$ cat src/rtl/csr_pkg.sv
/*
  Constants for the core status, option and interrupt register group:
  register addresses, alias masks, field positions, reset values and
  the ALU operation codes.
  Assumes a 9-bit data-memory address and 8-bit data.
*/
package csr_pkg;

  localparam int unsigned AW = 9;
  localparam int unsigned DW = 8;

  // Register addresses and the address bits compared for each
  localparam logic [8:0] STATUS_ADDR = 9'h003;
  localparam logic [8:0] IRQCTL_ADDR = 9'h00B;
  localparam logic [8:0] OPTION_ADDR = 9'h081;
  localparam logic [8:0] PIEN_ADDR   = 9'h08C;
  localparam logic [8:0] ANY_BANK_M  = 9'h07F;
  localparam logic [8:0] BANK_PAIR_M = 9'h0FF;
  localparam logic [8:0] ONE_BANK_M  = 9'h1FF;

  // Status fields
  localparam int unsigned ST_IBANK   = 7;
  localparam int unsigned ST_DBANK_H = 6;
  localparam int unsigned ST_DBANK_L = 5;
  localparam int unsigned ST_EXPIRY  = 4;
  localparam int unsigned ST_PWRDN   = 3;
  localparam int unsigned ST_Z       = 2;
  localparam int unsigned ST_DCARRY  = 1;
  localparam int unsigned ST_C       = 0;

  // Option fields
  localparam int unsigned OP_PU_OFF  = 7;
  localparam int unsigned OP_EDGE    = 6;
  localparam int unsigned OP_T0_SRC  = 5;
  localparam int unsigned OP_T0_FALL = 4;
  localparam int unsigned OP_PSC_WDT = 3;
  localparam int unsigned OP_PS_H    = 2;

  // Interrupt control fields
  localparam int unsigned IC_GLOBAL_EN = 7;
  localparam int unsigned IC_PERIPH_EN = 6;
  localparam int unsigned IC_T0IE      = 5;
  localparam int unsigned IC_EXT_EN    = 4;
  localparam int unsigned IC_CHG_EN    = 3;
  localparam int unsigned IC_T0IF      = 2;
  localparam int unsigned IC_EXT_FLAG  = 1;
  localparam int unsigned IC_CHG_FLAG  = 0;

  // Reset values
  localparam logic [7:0] STATUS_RST = 8'h18;
  localparam logic [7:0] OPTION_RST = 8'hFF;
  localparam logic [7:0] IRQCTL_RST = 8'h00;
  localparam logic [7:0] PIEN_RST   = 8'h00;

  typedef enum logic [2:0] {
    CSR_OP_ADD,
    CSR_OP_SUB,
    CSR_OP_LOGIC,
    CSR_OP_ROR,
    CSR_OP_ROL
  } csr_alu_op_t;

endpackage : csr_pkg

$ cat src/rtl/csr_alu_flags.sv
/*
  Combinational flag generator: zero, digit carry and carry for the
  operation the datapath is executing.
  Assumes operands are stable for the cycle the flags are taken.
*/
`timescale 1ns/100ps
module csr_alu_flags (
  input  wire logic [7:0]          a,
  input  wire logic [7:0]          b,
  input  wire csr_pkg::csr_alu_op_t op,
  input  wire logic                c_in,
  output logic      [2:0]          flags
);
  logic [8:0] sum;
  logic [4:0] nib;
  logic [7:0] res;

  always_comb begin
    sum = 9'h000;
    nib = 5'h00;
    res = a;
    flags = 3'h0;
    case (op)
      csr_pkg::CSR_OP_ADD: begin
        sum = {1'b0, a} + {1'b0, b};
        nib = {1'b0, a[3:0]} + {1'b0, b[3:0]};
        res = sum[7:0];
        flags[csr_pkg::ST_C]  = sum[8];
        flags[csr_pkg::ST_DCARRY] = nib[4];
      end
      csr_pkg::CSR_OP_SUB: begin
        // Two's complement add, so carry set means no borrow
        sum = {1'b0, a} + {1'b0, ~b} + 9'h001;
        nib = {1'b0, a[3:0]} + {1'b0, ~b[3:0]} + 5'h01;
        res = sum[7:0];
        flags[csr_pkg::ST_C]  = sum[8];
        flags[csr_pkg::ST_DCARRY] = nib[4];
      end
      csr_pkg::CSR_OP_ROR: begin
        res = {c_in, a[7:1]};
        flags[csr_pkg::ST_C] = a[0];
      end
      csr_pkg::CSR_OP_ROL: begin
        res = {a[6:0], c_in};
        flags[csr_pkg::ST_C] = a[7];
      end
      default: res = a;
    endcase
    flags[csr_pkg::ST_Z] = (res == 8'h00);
  end

endmodule : csr_alu_flags

$ cat src/rtl/csr_prescaler.sv
/*
  Shared prescaler, assigned either ahead of timer0 or behind the
  watchdog timer.
  Assumes every clock is one instruction cycle and that pin edges
  arrive already synchronised.
*/
`timescale 1ns/100ps
module csr_prescaler (
  input  wire logic       clk,
  input  wire logic       rst,
  input  wire logic       src_ext,
  input  wire logic       fall_sel,
  input  wire logic       to_wdt,
  input  wire logic [2:0] rate,
  input  wire logic       pin_rise,
  input  wire logic       pin_fall,
  input  wire logic       wdt_osc,
  input  wire logic       wdt_kick,
  output logic            t0_inc,
  output logic            wdt_tick
);
  typedef struct packed {
    logic [7:0] cnt;
    logic       t0;
    logic       wdt;
  } csr_psc_state_t;

  csr_psc_state_t q;
  csr_psc_state_t d;
  logic           t0_src;
  logic [7:0]     nxt;
  logic [7:0]     mask;

  always_comb begin
    d = q;
    t0_src = src_ext ? (fall_sel ? pin_fall : pin_rise) : 1'b1;
    nxt = q.cnt + 8'h01;
    // Timer0 takes 2^(n+1), the watchdog 2^n
    mask = to_wdt ? 8'((9'h001 << rate) - 9'h001)
                  : 8'((9'h002 << rate) - 9'h001);
    d.t0 = 1'b0;
    d.wdt = 1'b0;
    if (to_wdt) begin
      d.t0 = t0_src;
      if (wdt_kick) begin
        d.cnt = 8'h00;
      end else if (wdt_osc) begin
        d.cnt = nxt;
        d.wdt = ((nxt & mask) == 8'h00);
      end
    end else begin
      d.wdt = wdt_osc;
      if (t0_src) begin
        d.cnt = nxt;
        d.t0 = ((nxt & mask) == 8'h00);
      end
    end
  end

  always_ff @(posedge clk) begin
    if (rst) begin
      q <= '0;
    end else begin
      q <= d;
    end
  end

  assign t0_inc = q.t0;
  assign wdt_tick = q.wdt;

endmodule : csr_prescaler

$ cat src/rtl/csr_core_regs.sv
/*
  Core special-function registers: ALU status and bank select, the
  timer and prescaler option register, the core interrupt control
  register and the first peripheral interrupt enable register, with
  the flag logic and interrupt request that hang off them.
  Assumes the instruction datapath drives the register port on the
  same clock, one instruction per clock, and that timer0, watchdog
  and port B live outside and talk through pulses and levels here.
*/
`timescale 1ns/100ps

////////////////////////////////////////////////////////////////////////
// Notes on behaviour
// - Flag-updating instruction aimed at status keeps ALU flags, not data.
// - Software writes never change the expiry and power-down bits.
// - Indirect bank bit picks banks 2-3 when set, 0-1 when clear.
// - Two-bit direct bank field picks one of four 128-byte banks.
// - Expiry bit set at reset, kick or halt; cleared on watchdog time-out.
// - Power-down bit set at reset or kick; cleared by halt.
// - Zero flag follows whether the result is zero.
// - Digit carry is nibble carry; inverted sense as borrow on subtract.
// - Carry from top bit, borrow inverted; rotates load shifted-out bit.
// - Pull-up disable forces all off, else latch value per pin.
// - Edge select picks rising or falling edge of the external pin.
// - Source select clocks timer0 from its pin or the cycle clock.
// - Timer0 edge select picks falling or rising pin transitions.
// - Owner bit gives prescaler to watchdog when set, timer0 when clear.
// - Rate n divides timer0 by 2^(n+1), watchdog by 2^n.
// - Global enable clear blocks all interrupts; set passes enabled ones.
// - Peripheral sources also need the peripheral enable bit.
// - Flags set on their event regardless of any enable.
// - Core enables for timer0, external pin and port change gate flags.
// - Timer0 overflow and pin-edge flags stay set until software clears.
// - Port change flag re-sets while upper pins differ from last read.
// - Peripheral enable register holds eight enables, bit 7 to bit 0.
module csr_core_regs (
  input  wire logic                 CLK,
  input  wire logic                 SYS_RST,
  // Register access from the datapath
  input  wire logic [8:0]           REG_ADDR,
  input  wire logic                 REG_WR,
  input  wire logic [7:0]           REG_WDATA,
  input  wire logic                 REG_RD,
  output logic      [7:0]           REG_RDATA,
  // ALU flag update
  input  wire logic                 ALU_EN,
  input  wire csr_pkg::csr_alu_op_t ALU_OP,
  input  wire logic [7:0]           ALU_A,
  input  wire logic [7:0]           ALU_B,
  input  wire logic [2:0]           ALU_FLAG_MASK,
  output logic                      CARRY,
  // Bank selection
  input  wire logic [6:0]           DIRECT_OFFSET,
  input  wire logic [7:0]           INDIRECT_POINTER,
  output logic      [8:0]           DIRECT_ADDR,
  output logic      [8:0]           INDIRECT_ADDR,
  // Reset-status events
  input  wire logic                 KICK_EXEC,
  input  wire logic                 HALT_EXEC,
  input  wire logic                 WDT_TIMEOUT,
  // Timer0, watchdog and prescaler
  input  wire logic                 TIMER0_CLOCK_PIN,
  input  wire logic                 WDT_OSC_TICK,
  input  wire logic                 TIMER0_OVERFLOW,
  output logic                      TIMER0_INC,
  output logic                      WDT_TICK,
  // Port B
  input  wire logic                 EXT_INTERRUPT_PIN,
  input  wire logic [3:0]           PORT_B_UPPER_PINS,
  input  wire logic                 PORT_B_READ,
  input  wire logic [7:0]           PORT_B_LATCH,
  output logic      [7:0]           PULLUP_EN,
  // Interrupts
  input  wire logic [7:0]           PERIPH_FLAGS,
  output logic                      IRQ
);

  //////////////////////////////////////////////////////////////////////
  // State

  typedef struct packed {
    logic [7:0] status;
    logic [7:0] option;
    logic [7:0] irqctl;
    logic [7:0] pien;
    logic [7:0] rdata;
    logic       ext_s1;
    logic       ext_s2;
    logic       ext_prev;
    logic       t0_s1;
    logic       t0_s2;
    logic       t0_prev;
    logic [3:0] rb_s1;
    logic [3:0] rb_s2;
    logic [3:0] rb_last;
  } csr_core_state_t;

  csr_core_state_t q;
  csr_core_state_t d;

  //////////////////////////////////////////////////////////////////////
  // Address decode

  logic hit_status;
  logic hit_irqctl;
  logic hit_option;
  logic hit_pien;

  // Status and interrupt control answer in every bank
  assign hit_status = (REG_ADDR & csr_pkg::ANY_BANK_M)
                      == csr_pkg::STATUS_ADDR;
  assign hit_irqctl = (REG_ADDR & csr_pkg::ANY_BANK_M)
                      == csr_pkg::IRQCTL_ADDR;
  // Option appears in banks 1 and 3 only
  assign hit_option = (REG_ADDR & csr_pkg::BANK_PAIR_M)
                      == csr_pkg::OPTION_ADDR;
  assign hit_pien   = (REG_ADDR & csr_pkg::ONE_BANK_M)
                      == csr_pkg::PIEN_ADDR;

  //////////////////////////////////////////////////////////////////////
  // ALU flags and prescaler

  logic [2:0] alu_flags;

  csr_alu_flags u_flags (
    .a     (ALU_A),
    .b     (ALU_B),
    .op    (ALU_OP),
    .c_in  (q.status[csr_pkg::ST_C]),
    .flags (alu_flags)
  );

  logic t0_rise;
  logic t0_fall;

  assign t0_rise = q.t0_s2 & ~q.t0_prev;
  assign t0_fall = ~q.t0_s2 & q.t0_prev;

  csr_prescaler u_psc (
    .clk      (CLK),
    .rst      (SYS_RST),
    .src_ext  (q.option[csr_pkg::OP_T0_SRC]),
    .fall_sel (q.option[csr_pkg::OP_T0_FALL]),
    .to_wdt   (q.option[csr_pkg::OP_PSC_WDT]),
    .rate     (q.option[csr_pkg::OP_PS_H:0]),
    .pin_rise (t0_rise),
    .pin_fall (t0_fall),
    .wdt_osc  (WDT_OSC_TICK),
    .wdt_kick (KICK_EXEC),
    .t0_inc   (TIMER0_INC),
    .wdt_tick (WDT_TICK)
  );

  //////////////////////////////////////////////////////////////////////
  // Event detection

  logic ext_edge;
  logic rb_mismatch;

  // Edges are taken only from the second synchroniser stage
  assign ext_edge = q.option[csr_pkg::OP_EDGE]
                  ? (q.ext_s2 & ~q.ext_prev)
                  : (~q.ext_s2 & q.ext_prev);
  assign rb_mismatch = (q.rb_s2 != q.rb_last);

  //////////////////////////////////////////////////////////////////////
  // Next state

  always_comb begin
    d = q;

    d.ext_s1  = EXT_INTERRUPT_PIN;
    d.ext_s2  = q.ext_s1;
    d.ext_prev = q.ext_s2;
    d.t0_s1   = TIMER0_CLOCK_PIN;
    d.t0_s2   = q.t0_s1;
    d.t0_prev = q.t0_s2;
    d.rb_s1   = PORT_B_UPPER_PINS;
    d.rb_s2   = q.rb_s1;

    // Status: bank bits are plain data; expiry and power-down never
    if (REG_WR && hit_status) begin
      d.status[csr_pkg::ST_IBANK:csr_pkg::ST_DBANK_L] =
        REG_WDATA[csr_pkg::ST_IBANK:csr_pkg::ST_DBANK_L];
      for (int i = 0; i <= csr_pkg::ST_Z; i++) begin
        if (!(ALU_EN && ALU_FLAG_MASK[i])) begin
          d.status[i] = REG_WDATA[i];
        end
      end
    end

    // ALU result flags win over the data write in the same cycle
    if (ALU_EN) begin
      for (int i = 0; i <= csr_pkg::ST_Z; i++) begin
        if (ALU_FLAG_MASK[i]) begin
          d.status[i] = alu_flags[i];
        end
      end
    end

    if (KICK_EXEC) begin
      d.status[csr_pkg::ST_EXPIRY] = 1'b1;
      d.status[csr_pkg::ST_PWRDN] = 1'b1;
    end
    if (HALT_EXEC) begin
      d.status[csr_pkg::ST_EXPIRY] = 1'b1;
      d.status[csr_pkg::ST_PWRDN] = 1'b0;
    end
    // A time-out in the same cycle as a kick still reports expiry
    if (WDT_TIMEOUT) begin
      d.status[csr_pkg::ST_EXPIRY] = 1'b0;
    end

    if (REG_WR && hit_option) begin
      d.option = REG_WDATA;
    end

    if (REG_WR && hit_pien) begin
      d.pien = REG_WDATA;
    end

    if (REG_WR && hit_irqctl) begin
      d.irqctl = REG_WDATA;
    end

    // Hardware sets come after the write so a set beats a clear
    if (TIMER0_OVERFLOW) begin
      d.irqctl[csr_pkg::IC_T0IF] = 1'b1;
    end
    if (ext_edge) begin
      d.irqctl[csr_pkg::IC_EXT_FLAG] = 1'b1;
    end
    if (rb_mismatch) begin
      d.irqctl[csr_pkg::IC_CHG_FLAG] = 1'b1;
    end

    // Only a port read ends the mismatch; clearing alone re-sets
    if (PORT_B_READ) begin
      d.rb_last = q.rb_s2;
    end

    if (REG_RD) begin
      if (hit_status) begin
        d.rdata = q.status;
      end else if (hit_irqctl) begin
        d.rdata = q.irqctl;
      end else if (hit_option) begin
        d.rdata = q.option;
      end else if (hit_pien) begin
        d.rdata = q.pien;
      end else begin
        d.rdata = 8'h00;
      end
    end
  end

  always_ff @(posedge CLK) begin
    if (SYS_RST) begin
      q <= '0;
      q.status <= csr_pkg::STATUS_RST;
      q.option <= csr_pkg::OPTION_RST;
      q.irqctl <= csr_pkg::IRQCTL_RST;
      q.pien <= csr_pkg::PIEN_RST;
    end else begin
      q <= d;
    end
  end

  //////////////////////////////////////////////////////////////////////
  // Outputs

  assign REG_RDATA = q.rdata;
  assign CARRY = q.status[csr_pkg::ST_C];

  // Each bank is 128 bytes; the bank bits form the top of the address
  assign DIRECT_ADDR = {q.status[csr_pkg::ST_DBANK_H:csr_pkg::ST_DBANK_L],
                        DIRECT_OFFSET};
  assign INDIRECT_ADDR = {q.status[csr_pkg::ST_IBANK],
                          INDIRECT_POINTER};

  // Pin direction is not seen here, so a latch high on an output pin
  // still asks for its pull-up; the port must mask that itself
  assign PULLUP_EN = q.option[csr_pkg::OP_PU_OFF]
                   ? 8'h00 : PORT_B_LATCH;

  logic core_pend;
  logic periph_pend;

  assign core_pend =
      (q.irqctl[csr_pkg::IC_T0IE] & q.irqctl[csr_pkg::IC_T0IF])
    | (q.irqctl[csr_pkg::IC_EXT_EN] & q.irqctl[csr_pkg::IC_EXT_FLAG])
    | (q.irqctl[csr_pkg::IC_CHG_EN]
       & q.irqctl[csr_pkg::IC_CHG_FLAG]);

  assign periph_pend = q.irqctl[csr_pkg::IC_PERIPH_EN]
                     & (|(q.pien & PERIPH_FLAGS));

  assign IRQ = q.irqctl[csr_pkg::IC_GLOBAL_EN]
             & (core_pend | periph_pend);

endmodule : csr_core_regs

$ cat config.mk
export PLATFORM = sky130hd
export DESIGN_NAME = csr_core_regs
export DESIGN_NICKNAME = d
export VERILOG_FILES = /design/src/rtl/csr_pkg.sv /design/src/rtl/csr_alu_flags.sv /design/src/rtl/csr_prescaler.sv /design/src/rtl/csr_core_regs.sv
export SDC_FILE = /design/constraint.sdc
export NUM_CORES = 1
export LEC_CHECK = 0
export ABC_AREA = 1
export BUFFER_PORTS_ARGS = -buffer_cell sky130_fd_sc_hd__buf_2
export CAP_MARGIN = 10
export CORE_MARGIN = 2
export CORE_UTILIZATION = 50
export CTS_CLUSTER_SIZE = 8
export DETAILED_ROUTE_END_ITERATION = 12
export PLACE_DENSITY = 0.78
export SYNTH_ARGS = -nofsm -noshare
export SYNTH_HDL_FRONTEND = slang
export SYNTH_SLANG_ARGS = --single-unit
$ cat constraint.sdc
create_clock -name CLK -period 3.7 [get_ports CLK]
set_input_delay 0.74 -clock CLK [delete_from_list [all_inputs] [get_ports CLK]]
set_output_delay 0.74 -clock CLK [all_outputs]
set_load 0.02 [all_outputs]
==> summary.md, run 1 <==
| Metric | Value |
|---|---|
| Run status | completed |
| Die Wd | approximately 100 um |
| Overall power | about 1.6 mW |
| Most common cell in the netlist | nand2_1 |
| # fillers | about 900 |
| CP Buf/Inv Count | 2 |
| Hold depth | 2 |
| Synth Warn # | 0 |
| Fin util | 0.5767 |
| Root buf cell | clkbuf_8 |
| Initial Utilization | 0.5134 |
| Post-Route WL | about 12000 um |
| Syn_area_per_cell | 6.476 sq um |
| Hold Crit Class | register to register |
| Main combinational cell family by area after synthesis | simple AND/OR/NAND/NOR gates |
| Pint | 1.166 mW |
| TritonCTS Buffers | 9 |
| I/O pin count | approximately 130 |
| P&R area growth vs syn | 12.33% |
| Fmax | 424.5 MHz |
| Post-synth EDFFs | 0 |
| Area after DPL | ~0.0048 sq mm |
| Final #Nets | 862 |
| Slew headroom | 0.4461 |
| Crit path DAT | ~1.6 ns |
| FF+latch count, synth | between 60 and 70 |
| Post-Route Skew | 0.009098 ns |
| Top cells by count, synth | nand2_1 (134), inv_1 (123), dfxtp_1 (68), nor2_1 (64), a21oi_1 (54) |
| Adder-cell area share of the yosys netlist | 0.06796 |
| Crit-path max cell delay | around 0.25 ns |
| IO buf count | 94 |
| Hold-fix buffer count after cts | 0 |
| Row cnt | 34 |
| Crit path capture type | primary output |
| Critical path depth | 6 |
| Switching power total | 0.4823 mW |
| Post-cts resize count | 0 |
| Compound-Gate Fraction of Synth Area | 0.1626 |
| Initial detailed-routing violation count | 313 |
| Kind of critical path | input pin to primary output |
| Drt wl/cell | between 10 and 15 um |
| Largest cells by area after synthesis | dfxtp_1 (31%), nand2_1 (11%), inv_1 (10%), a21oi_1 (6.1%), ha_1 (5.9%) |
| Vias in the first global route | 4145 |
| Final non-filler cell area | ~0.0050 sq mm |
| Full die area | 0.009683 sq mm |
| Worst Slack Setup Final | 1.344 ns |
| Crit path max-delay family | compound AO/OA/AOI/OAI gates |
| Remaining Overflow, GRT | 0 |
| Slew Viols, Final | 0 |
| Worst skew pair latency | 0.36 ns |
| Sum of negative setup slack | 0 ns |
| Initial DRT Pass Iterations | 7 |
| Startpoint types | input pin |
| Hold Fails Final Rpt | 0 |
| Mux cell area share after synthesis | 0 |
| Vias per inst | approximately 5.3 |
| Seq/Total Area, Yosys | 0.3055 |
| Top cell by count, worst path | buf_2 |
| CTS clk-pin slew, worst paths | 0.08 ns |
| Worst Reg-to-Reg Cells | 12 |
| Ys async rst share | 0 |
| DRC | 0 |
| Dpl cells | ~850 |
| Cell Chain, Critical Path | buf_2, nand2_1, nand4_1, o21ai_0, a41oi_1, buf_2 |
| Deepest clock path buffer count | 2 |
| Largest net degree at the start of global routing | slightly above 40 |
| Combinational share of power | 0.161 |
| Antenna viol nets, final | 0 |
| CTS tree | yes |
| Sequential power share | 0.462 |
| Total global routing track utilization | 0.2380 |
| Synthesized net count | 798 |
| Simple logic cell fraction of the synthesized area | 0.2752 |
| Layout cells sized above 1 | 0.1625 |
| Worst-Margin Slew | 0.8300 ns |
| RSZ-0062 raised after global routing | false |
| WHS | 0.3982 ns |
| Final Setup Violations | 0 |
| Via count | 4551 |
| Die Y | ~98 um |
| Required time worst endpoint | 2.96 ns |
| Lkg Pwr | 2.616 nW |
| # H-tree levels | 3 |
| Core Region | between 0.008 and 0.009 sq mm |
| Cell variety after synth | 33 |
| DPL Wire Length | a little over 9000 um |
| Primary FF master, synth | dfxtp_1 |
| Clock Sinks | 68 |
| Xor/xnor share of the synthesized area | 0.02359 |
| Place WS | 1.243 ns |
| Sw Ratio | 0.2925 |
| Area leader, netlist | dfxtp_1 |
| Setup Fix Bufs, Post-CTS | 0 |
| Max VDD drop | 0.1438 mV |
| Non-filler cells, final | 865 |
| Syn Inst Count | 688 |
| ANT cells | 0 |
| GPL Wtd Cong | 0.9405 |
| First-pass GRT wire length | 18990 um |
| Post-layout min period | 2.356 ns |
| Clock network fraction of total power | 0.377 |
| Initial antenna violation count | 0 |
| Worst-path fanout max | 1 |
| Post-synth top area share | 0.3055 |
| Period Utilization, post-route | 0.6367 |
| Pwr Density | 329.4 mW/mm^2 |
| Critical path's slowest cell | o21ai_0 |
| Mapped Area | 0.004456 sq mm |
| Max-cap violations | 0 |
[worst register-to-register path, cell delays in order, from the launching register on]
cell and delay (ns):
dfxtp_1 0.45, ha_1 0.27, nand2_1 0.09, nor2_1 0.09
inv_1 0.08, ha_1 0.27, inv_1 0.09, nand2_1 0.07
nand3_1 0.07, nand3_1 0.07, nor2_1 0.08, nand4_1 0.11
a21oi_1 0.17
[cells in the final DEF (no fill, tap or decap), drive strengths merged]
cell type,instances
xor2,10
nand3b,3
nand3,49
nor3,11
bufinv,1
o21ai,51
nand2,139
o211ai,2
a41oi,1
a21oi,54
ha,21
dfxtp,68
o21bai,3
xnor2,2
clkbuf,9
nor2,66
buf,95
a311oi,1
a221oi,1
o22ai,13
nand4,15
a31oi,1
nor4,2
o221ai,5
clkinv,4
inv,128
fa,2
[flip-flops by register name (all words and copies together) (netlist names)]
name / count
q: 38
REG_RDATA: 8
d: 8
u_psc.q: 8
DIRECT_ADDR: 2
CARRY: 1
INDIRECT_ADDR: 1
u_psc.t0_inc: 1
u_psc.wdt_tick: 1
[final cells by class]
cell class	instances	area [sq um]	area share
clock buffer	9	123.9	0.02475
multi-input combinational	452	2359	0.4712
inverter	126	473.0	0.09450
timing repair buffer	95	478.0	0.09550
sequential	68	1361	0.2720
clock inverter	7	75.07	0.01500
tap	108	135.1	0.02700
[power by group through the flow]
| stage | Sequential, mW | Combinational (mW) | Clock [mW] |
|---|---|---|---|
| after floorplan | 0.775 | 0.193 | 0 |
| after global placement | 0.777 | 0.259 | 0 |
| after detailed placement | 0.778 | 0.262 | 0 |
| after CTS | 0.761 | 0.264 | 0.628 |
| after global routing | 0.763 | 0.302 | 0.663 |
| final | 0.761 | 0.266 | 0.622 |
[per-layer routing]
| layer | GRT usage | vias up | part of all wire |
|---|---|---|---|
| li1 | - | 2313 | - |
| met3 | 0.05727 | 21 | 0.087 |
| met2 | 0.3987 | 190 | 0.46 |
| met1 | 0.3044 | 2027 | 0.43 |
| met4 | 0.07165 | 0 | 0.021 |
| met5 | 0 | - | 0 |
[cells by family after synthesis]
kind of cell | after synthesis
XOR/XNOR | 12
AND/OR/NAND/NOR | 285
adder cells (fa/ha/maj) | 23
AO/OA/AOI/OAI | 132
buffers and inverters | 168
flip-flops | 68
[final timing paths]
| kind | startpoint | to | slack, ns |
|---|---|---|---|
| worst min-delay path | d[7] | q[7] | 0.40 |
| worst max-delay path | PERIPH_FLAGS[1] | IRQ | 1.34 |
| worst min register to register | d[7] | q[7] | 0.40 |
| worst max register to register | q[45] | u_psc.t0_inc | 1.71 |
Power figures use the tool's default switching activity.
==> run 2: changes to the inputs <==
Settings changed: ABC_AREA 1 to 0.
Clock period 3.7 ns to 2.3 ns, I/O delays scaled along.
==> run 2 against run 1 <==
Effect of this change: design area is 5.0% higher; synthesized cell count is 21% lower; wire length is 2.1% higher; combinational power is 69% higher; global-route usage is 0.57 points higher; non-clock buffer count is 33 higher; critical endpoint is now u_psc.t0_inc.
==> summary.md, run 2 <==
| Metric | Value |
|---|---|
| Run status | completed |
| Slew headroom | 0.5727 |
| Row cnt | 34 |
| Core Region | 0.008678 sq mm |
| Post-Route Skew | 0.008426 ns |
| Largest net degree at the start of global routing | 69 |
| Sum of negative setup slack | 0 ns |
| Synthesized net count | 651 |
| Most common cell in the netlist | dfxtp_1 |
| # fillers | 769 |
| Reg with most FFs | q |
| Primary FF master, synth | dfxtp_1 |
| Clock Sinks | 68 |
| Antenna viol nets, final | 0 |
| Mapped Area | 0.004453 sq mm |
| Initial antenna violation count | 0 |
| Vias in the first global route | 4023 |
| Crit path capture type | register |
| GPL Wtd Cong | between 0.8 and 0.9 |
| Slew Viols, Final | 0 |
| Die Y | 98.37 um |
| DPL Wire Length | around 9100 um |
| Crit-path max cell delay | 0.41 ns |
| Final Setup Violations | 0 |
| Largest cells by area after synthesis | dfxtp_1 (31%), ha_1 (5.9%), mux2i_1 (5.2%), buf_4 (4.6%), nor2b_1 (4.5%) |
| DRT met1 WL | 5343 um |
| Crit path max-delay family | compound AO/OA/AOI/OAI gates |
| Syn_area_per_cell | 8.231 sq um |
| Area leader, netlist | dfxtp_1 |
| Post-layout min period | 2.166 ns |
| Fmax | between 400 and 500 MHz |
| ANT cells | 0 |
| Cell variety after synth | 65 |
| Synth Warn # | 0 |
| Worst Slack Setup Final | 0.1345 ns |
| Worst skew pair latency | 0.35 ns |
| Drt wl/cell | about 16 um |
| Syn Inst Count | 541 |
| Root buf cell | clkbuf_8 |
| Period Utilization, post-route | 0.9415 |
| Dpl cells | a little over 700 |
| Most frequent cells in the layout | buf_2 (94), dfxtp_1 (67), nand2_1 (43) |
| Die Wd | 98.37 um |
| Full die area | 0.009677 sq mm |
| Post-synth top area share | 0.3057 |
| Place WS | -0.1968 ns |
| Commonest non-fill, non-tap cell in the layout | buf_2 |
| Hold Fails Final Rpt | 0 |
| Ys async rst share | 0 |
| Initial detailed-routing violation count | 309 |
| CP Buf/Inv Count | 2 |
| I/O pin count | 125 |
| IO buf count | 94 |
| FF+latch count, synth | 68 |
| Layout cells sized above 1 | 0.2544 |
| First-pass GRT wire length | about 19000 um |
| Reg area | between 0.001 and 0.0015 sq mm |
| Non-filler cells, final | 737 |
| Met2 wire length | 5414 um |
| Multi-input gate area | roughly 0.0027 sq mm |
| Lkg Pwr | 2.363 nW |
| Largest register FFs | 38 |
| Initial Utilization | 0.5131 |
| Max VDD drop | between 0.4 and 0.5 mV |
| Top cells by count, synth | dfxtp_1 (68), nand2_1 (43), nor2_1 (35), nor2b_1 (32), a21oi_1 (30) |
| Worst-path fanout max | 8 |
| Highest Signal Layer | met4 |
| Metal3 WL | roughly 830 um |
| Cell Chain, Critical Path | buf_4, inv_1, ha_1, mux2i_1, nor2_1, xnor2_1, o221ai_1, a311o_1, o31ai_1 |
| Startpoint types | register |
| Max-cap violations | 0 |
| Worst-Margin Slew | 0.6361 ns |
| Via count | 4267 |
| TritonCTS Buffers | 9 |
| Crit path DAT | 2.43 ns |
| Hold Crit Class | input pin to register |
| Vias per inst | 5.790 |
| Final #Nets | 734 |
| Deepest clock path buffer count | 2 |
| # H-tree levels | 3 |
| DRC | 0 |
| RSZ-0062 raised after global routing | false |
| Required time worst endpoint | ~2.6 ns |
| Total global routing track utilization | 0.2438 |
| CTS tree | yes |
| Post-synth EDFFs | 0 |
| P&R area growth vs syn | 17.98% |
| Kind of critical path | register to register |
| Seq/Total Area, Yosys | 0.3057 |
| Critical path's slowest cell | a311o_1 |
| Initial DRT Pass Iterations | 5 |
| Remaining Overflow, GRT | 0 |
| CTS clk-pin slew, worst paths | 0.08 ns |
| Pwr Density | 528.8 mW/mm^2 |
| Post-Route WL | 11840 um |
-- run 2: path summary, 6_finish.rpt --
check,start,endpoint,slack (ns),cells after the start
max,q[45],u_psc.t0_inc,0.13,9
min,WDT_TIMEOUT,q[54],0.29,2
min reg2reg,d[7],q[7],0.44,1
max reg2reg,q[45],u_psc.t0_inc,0.13,9
-- run 2: layout make-up --
cell class | count | share of cell area
tap | 108 | 0.02572
clock inverter | 7 | 0.01905
inverter | 19 | 0.01357
sequential | 68 | 0.2593
timing repair buffer | 128 | 0.1405
multi-input combinational | 398 | 0.5182
clock buffer | 9 | 0.02358
-- run 2: cells by family after synthesis --
kind of cell,share of synthesized area
AND/OR/NAND/NOR,0.2383
adder cells (fa/ha/maj),0.06800
flip-flops,0.3057
multiplexers,0.05170
buffers and inverters,0.08963
XOR/XNOR,0.02754
AO/OA/AOI/OAI,0.2192
-- run 2: per-stage QoR --
step / area (sq um) / total power, mW / utilization / hold WS (ns)
3_3_place_gp: 5004 / 1.680 / 0.5766 / 0.4174
4_1_cts: 5228 / 2.782 / 0.6024 / 0.2837
2_1_floorplan: 4458 / 1.537 / - / 0.4138
3_5_place_dp: 5004 / 1.686 / 0.5766 / 0.4218
6_report: 5254 / 2.778 / 0.6054 / 0.2945
5_1_grt: 5254 / 2.879 / 0.6054 / 0.2799
-- run 2: power by group --
part | internal (mW) | leakage (nW) | switching [mW]
Sequential | 1.20 | 0.553 | 0.0163
Clock | 0.618 | 0.114 | 0.493
Combinational | 0.208 | 1.70 | 0.242
Total | 2.03 | 2.36 | 0.751
-- run 2: timing repair --
item,4_1_cts,5_1_grt
gates resized for setup,0,5
setup buffers,0,0
hold buffers,0,0
endpoints found under the setup margin,0,2
endpoints found under the hold margin,0,0
-- run 2: routing by layer --
metal / global-route usage / vias to the layer above
met1: 0.3292 / 1976
met3: 0.05727 / 34
met5: 0 / -
li1: - / 2089
met2: 0.3820 / 168
met4: 0.08746 / 0
==> run 3: changes to the inputs <==
Settings changed: CORE_UTILIZATION 50 to 53, PLACE_DENSITY 0.78 to 0.82.
==> run 3 against run 2 <==
Effect of this change: clock power about the same; combinational power increased by 2%; hold slack improved by 0.0070 ns; wire length increased by 2.0%; non-clock buffer count increased by 4; first-iteration DRC count increased by 1.6%; flip-flop and latch count unchanged; critical path depth unchanged; setup slack improved by 0.019 ns; power increased by 1.1%; design area unchanged; final cell count increased by 0.14%; critical endpoint is now u_psc.wdt_tick; largest cell class unchanged; largest power group unchanged.
==> summary.md, run 3 (synthesis results as in run 2) <==
| Metric | Value |
|---|---|
| Most frequent cells in the layout | buf_2 (94), dfxtp_1 (67), nand2_1 (43) |
| Worst skew pair latency | between 0.3 and 0.4 ns |
| Max-cap violations | 0 |
| Startpoint types | register |
| Reg with most FFs | q |
| Crit path capture type | register |
| Pwr Density | 534.5 mW/mm^2 |
| CP Buf/Inv Count | 1 |
| I/O pin count | between 100 and 150 |
| Kind of critical path | register to register |
| Period Utilization, post-route | 0.9333 |
| Post-layout min period | 2.147 ns |
| Setup Fix Bufs, Post-CTS | 0 |
| TritonCTS Buffers | 9 |
| Initial Utilization | 0.5447 |
| DPL Wire Length | ~9300 um |
| Area after DPL | 0.005017 sq mm |
| Overall power | ~2.8 mW |
| IO buf count | 94 |
| Slew headroom | 0.5947 |
| DRC | 0 |
| CTS clk-pin slew, worst paths | 0.08 ns |
| Crit-path max cell delay | 0.39 ns |
| Remaining Overflow, GRT | 0 |
| Switching power total | about 0.75 mW |
| Full die area | 0.009151 sq mm |
| Root buf cell | clkbuf_8 |
| RSZ-0062 raised after global routing | false |
| Critical path's slowest cell | a311o_1 |
| Total global routing track utilization | 0.2709 |
| Combinational share of power | 0.163 |
| Post-Route Skew | 0.009096 ns |
| Clock network fraction of total power | 0.404 |
| # H-tree levels | 3 |
| Antenna viol nets, final | 0 |
| Top cell by count, worst path | ha_1 |
| Initial DRT Pass Iterations | 5 |
| Lkg Pwr | 2.380 nW |
| Die Y | 95.66 um |
| Layout cells sized above 1 | 0.2543 |
| Via count | 4327 |
| Sw Ratio | 0.2664 |
| Crit path max-delay family | simple AND/OR/NAND/NOR gates |
| Hold Crit Class | input pin to register |
| Hold Fails Final Rpt | 0 |
| Hold-fix buffer count after cts | 0 |
| Commonest non-fill, non-tap cell in the layout | buf_2 |
| Max VDD drop | 0.4073 mV |
| Drt wl/cell | 16.37 um |
| Run status | completed |
| Sequential power share | 0.434 |
| P&R area growth vs syn | 17.98% |
| Vias in the first global route | 4033 |
| Worst-path fanout max | 2 |
| Final Setup Violations | 0 |
| Post-Route WL | 12080 um |
| Die Wd | 95.66 um |
| Required time worst endpoint | about 2.6 ns |
| Worst Slack Setup Final | 0.1535 ns |
| Cell Chain, Critical Path | inv_1, ha_1, nand2_1, ha_1, or3b_4, nand4b_1, nand3_1, a311o_1, o32ai_1 |
| Crit path DAT | 2.41 ns |
| Worst-Margin Slew | 0.6033 ns |
| Pint | 2.060 mW |
| Row cnt | 33 |
| First-pass GRT wire length | 19200 um |
| Largest register FFs | 38 |
| Core Region | 0.008175 sq mm |
| Initial antenna violation count | 0 |
| CTS tree | yes |
| Final #Nets | 738 |
| Place WS | -0.1493 ns |
| Deepest clock path buffer count | 2 |
| Non-filler cells, final | between 700 and 800 |
| ANT cells | 0 |
| Clock Sinks | 68 |
| Final non-filler cell area | 0.005254 sq mm |
| Post-cts resize count | 0 |
| Initial detailed-routing violation count | approximately 310 |
| Largest net degree at the start of global routing | 36 |
| Vias per inst | ~5.9 |
| Dpl cells | 722 |
| Slew Viols, Final | 0 |
| Fmax | 465.9 MHz |
| GPL Wtd Cong | 0.8663 |
-- run 3: changes by cell type in the layout (fill, tap and decap cells not counted) --
cell and change:
buf_4 +5, ha_1 +2, buf_12 -1, clkbuf_8 +1
clkinv_2 -1, ha_2 -1, ha_4 -1, o32ai_1 +1
o32ai_2 -1
-- run 3: per-stage QoR --
step           hold WS [ns]    util  setup TNS (ns)
2_1_floorplan        0.4138       -               0
3_3_place_gp         0.4158  0.6137        -0.08471
3_5_place_dp         0.4285  0.6137         -0.2469
4_1_cts              0.2937  0.6422               0
5_1_grt              0.3051  0.6426               0
6_report             0.3015  0.6426               0
-- run 3: layout make-up --
type	count	area [sq um]
sequential	68	1363
multi-input combinational	398	2700
fill	703	2922
clock buffer	10	137.6
timing repair buffer	132	755.7
tap	105	131.4
inverter	19	71.32
clock inverter	6	95.09
-- run 3: final timing paths --
| path | start | end | slack (ns) | depth (start not counted) |
|---|---|---|---|---|
| worst max-delay path | q[42] | u_psc.wdt_tick | 0.15 | 9 |
| worst min-delay path | HALT_EXEC | q[53] | 0.30 | 2 |
| worst max register to register | q[42] | u_psc.wdt_tick | 0.15 | 9 |
| worst min register to register | d[16] | d[15] | 0.44 | 1 |
-- run 3: power groups by stage --
stage	logic, mW	registers (mW)	clock network, mW
6_report	0.457	1.22	1.13
5_1_grt	0.499	1.22	1.19
4_1_cts	0.451	1.22	1.14
3_5_place_dp	0.447	1.24	0
3_3_place_gp	0.443	1.24	0
2_1_floorplan	0.296	1.24	0
-- run 3: metal layers --
layer  share of wire  vias up  wire [um]  GRT usage
met5               0        -          0    0.02381
met4          0.0085        0        103    0.06905
met3           0.074       15        896    0.05534
met2            0.47      170       5722     0.4394
met1            0.44     2045       5358     0.3659
li1                -     2097          -          -
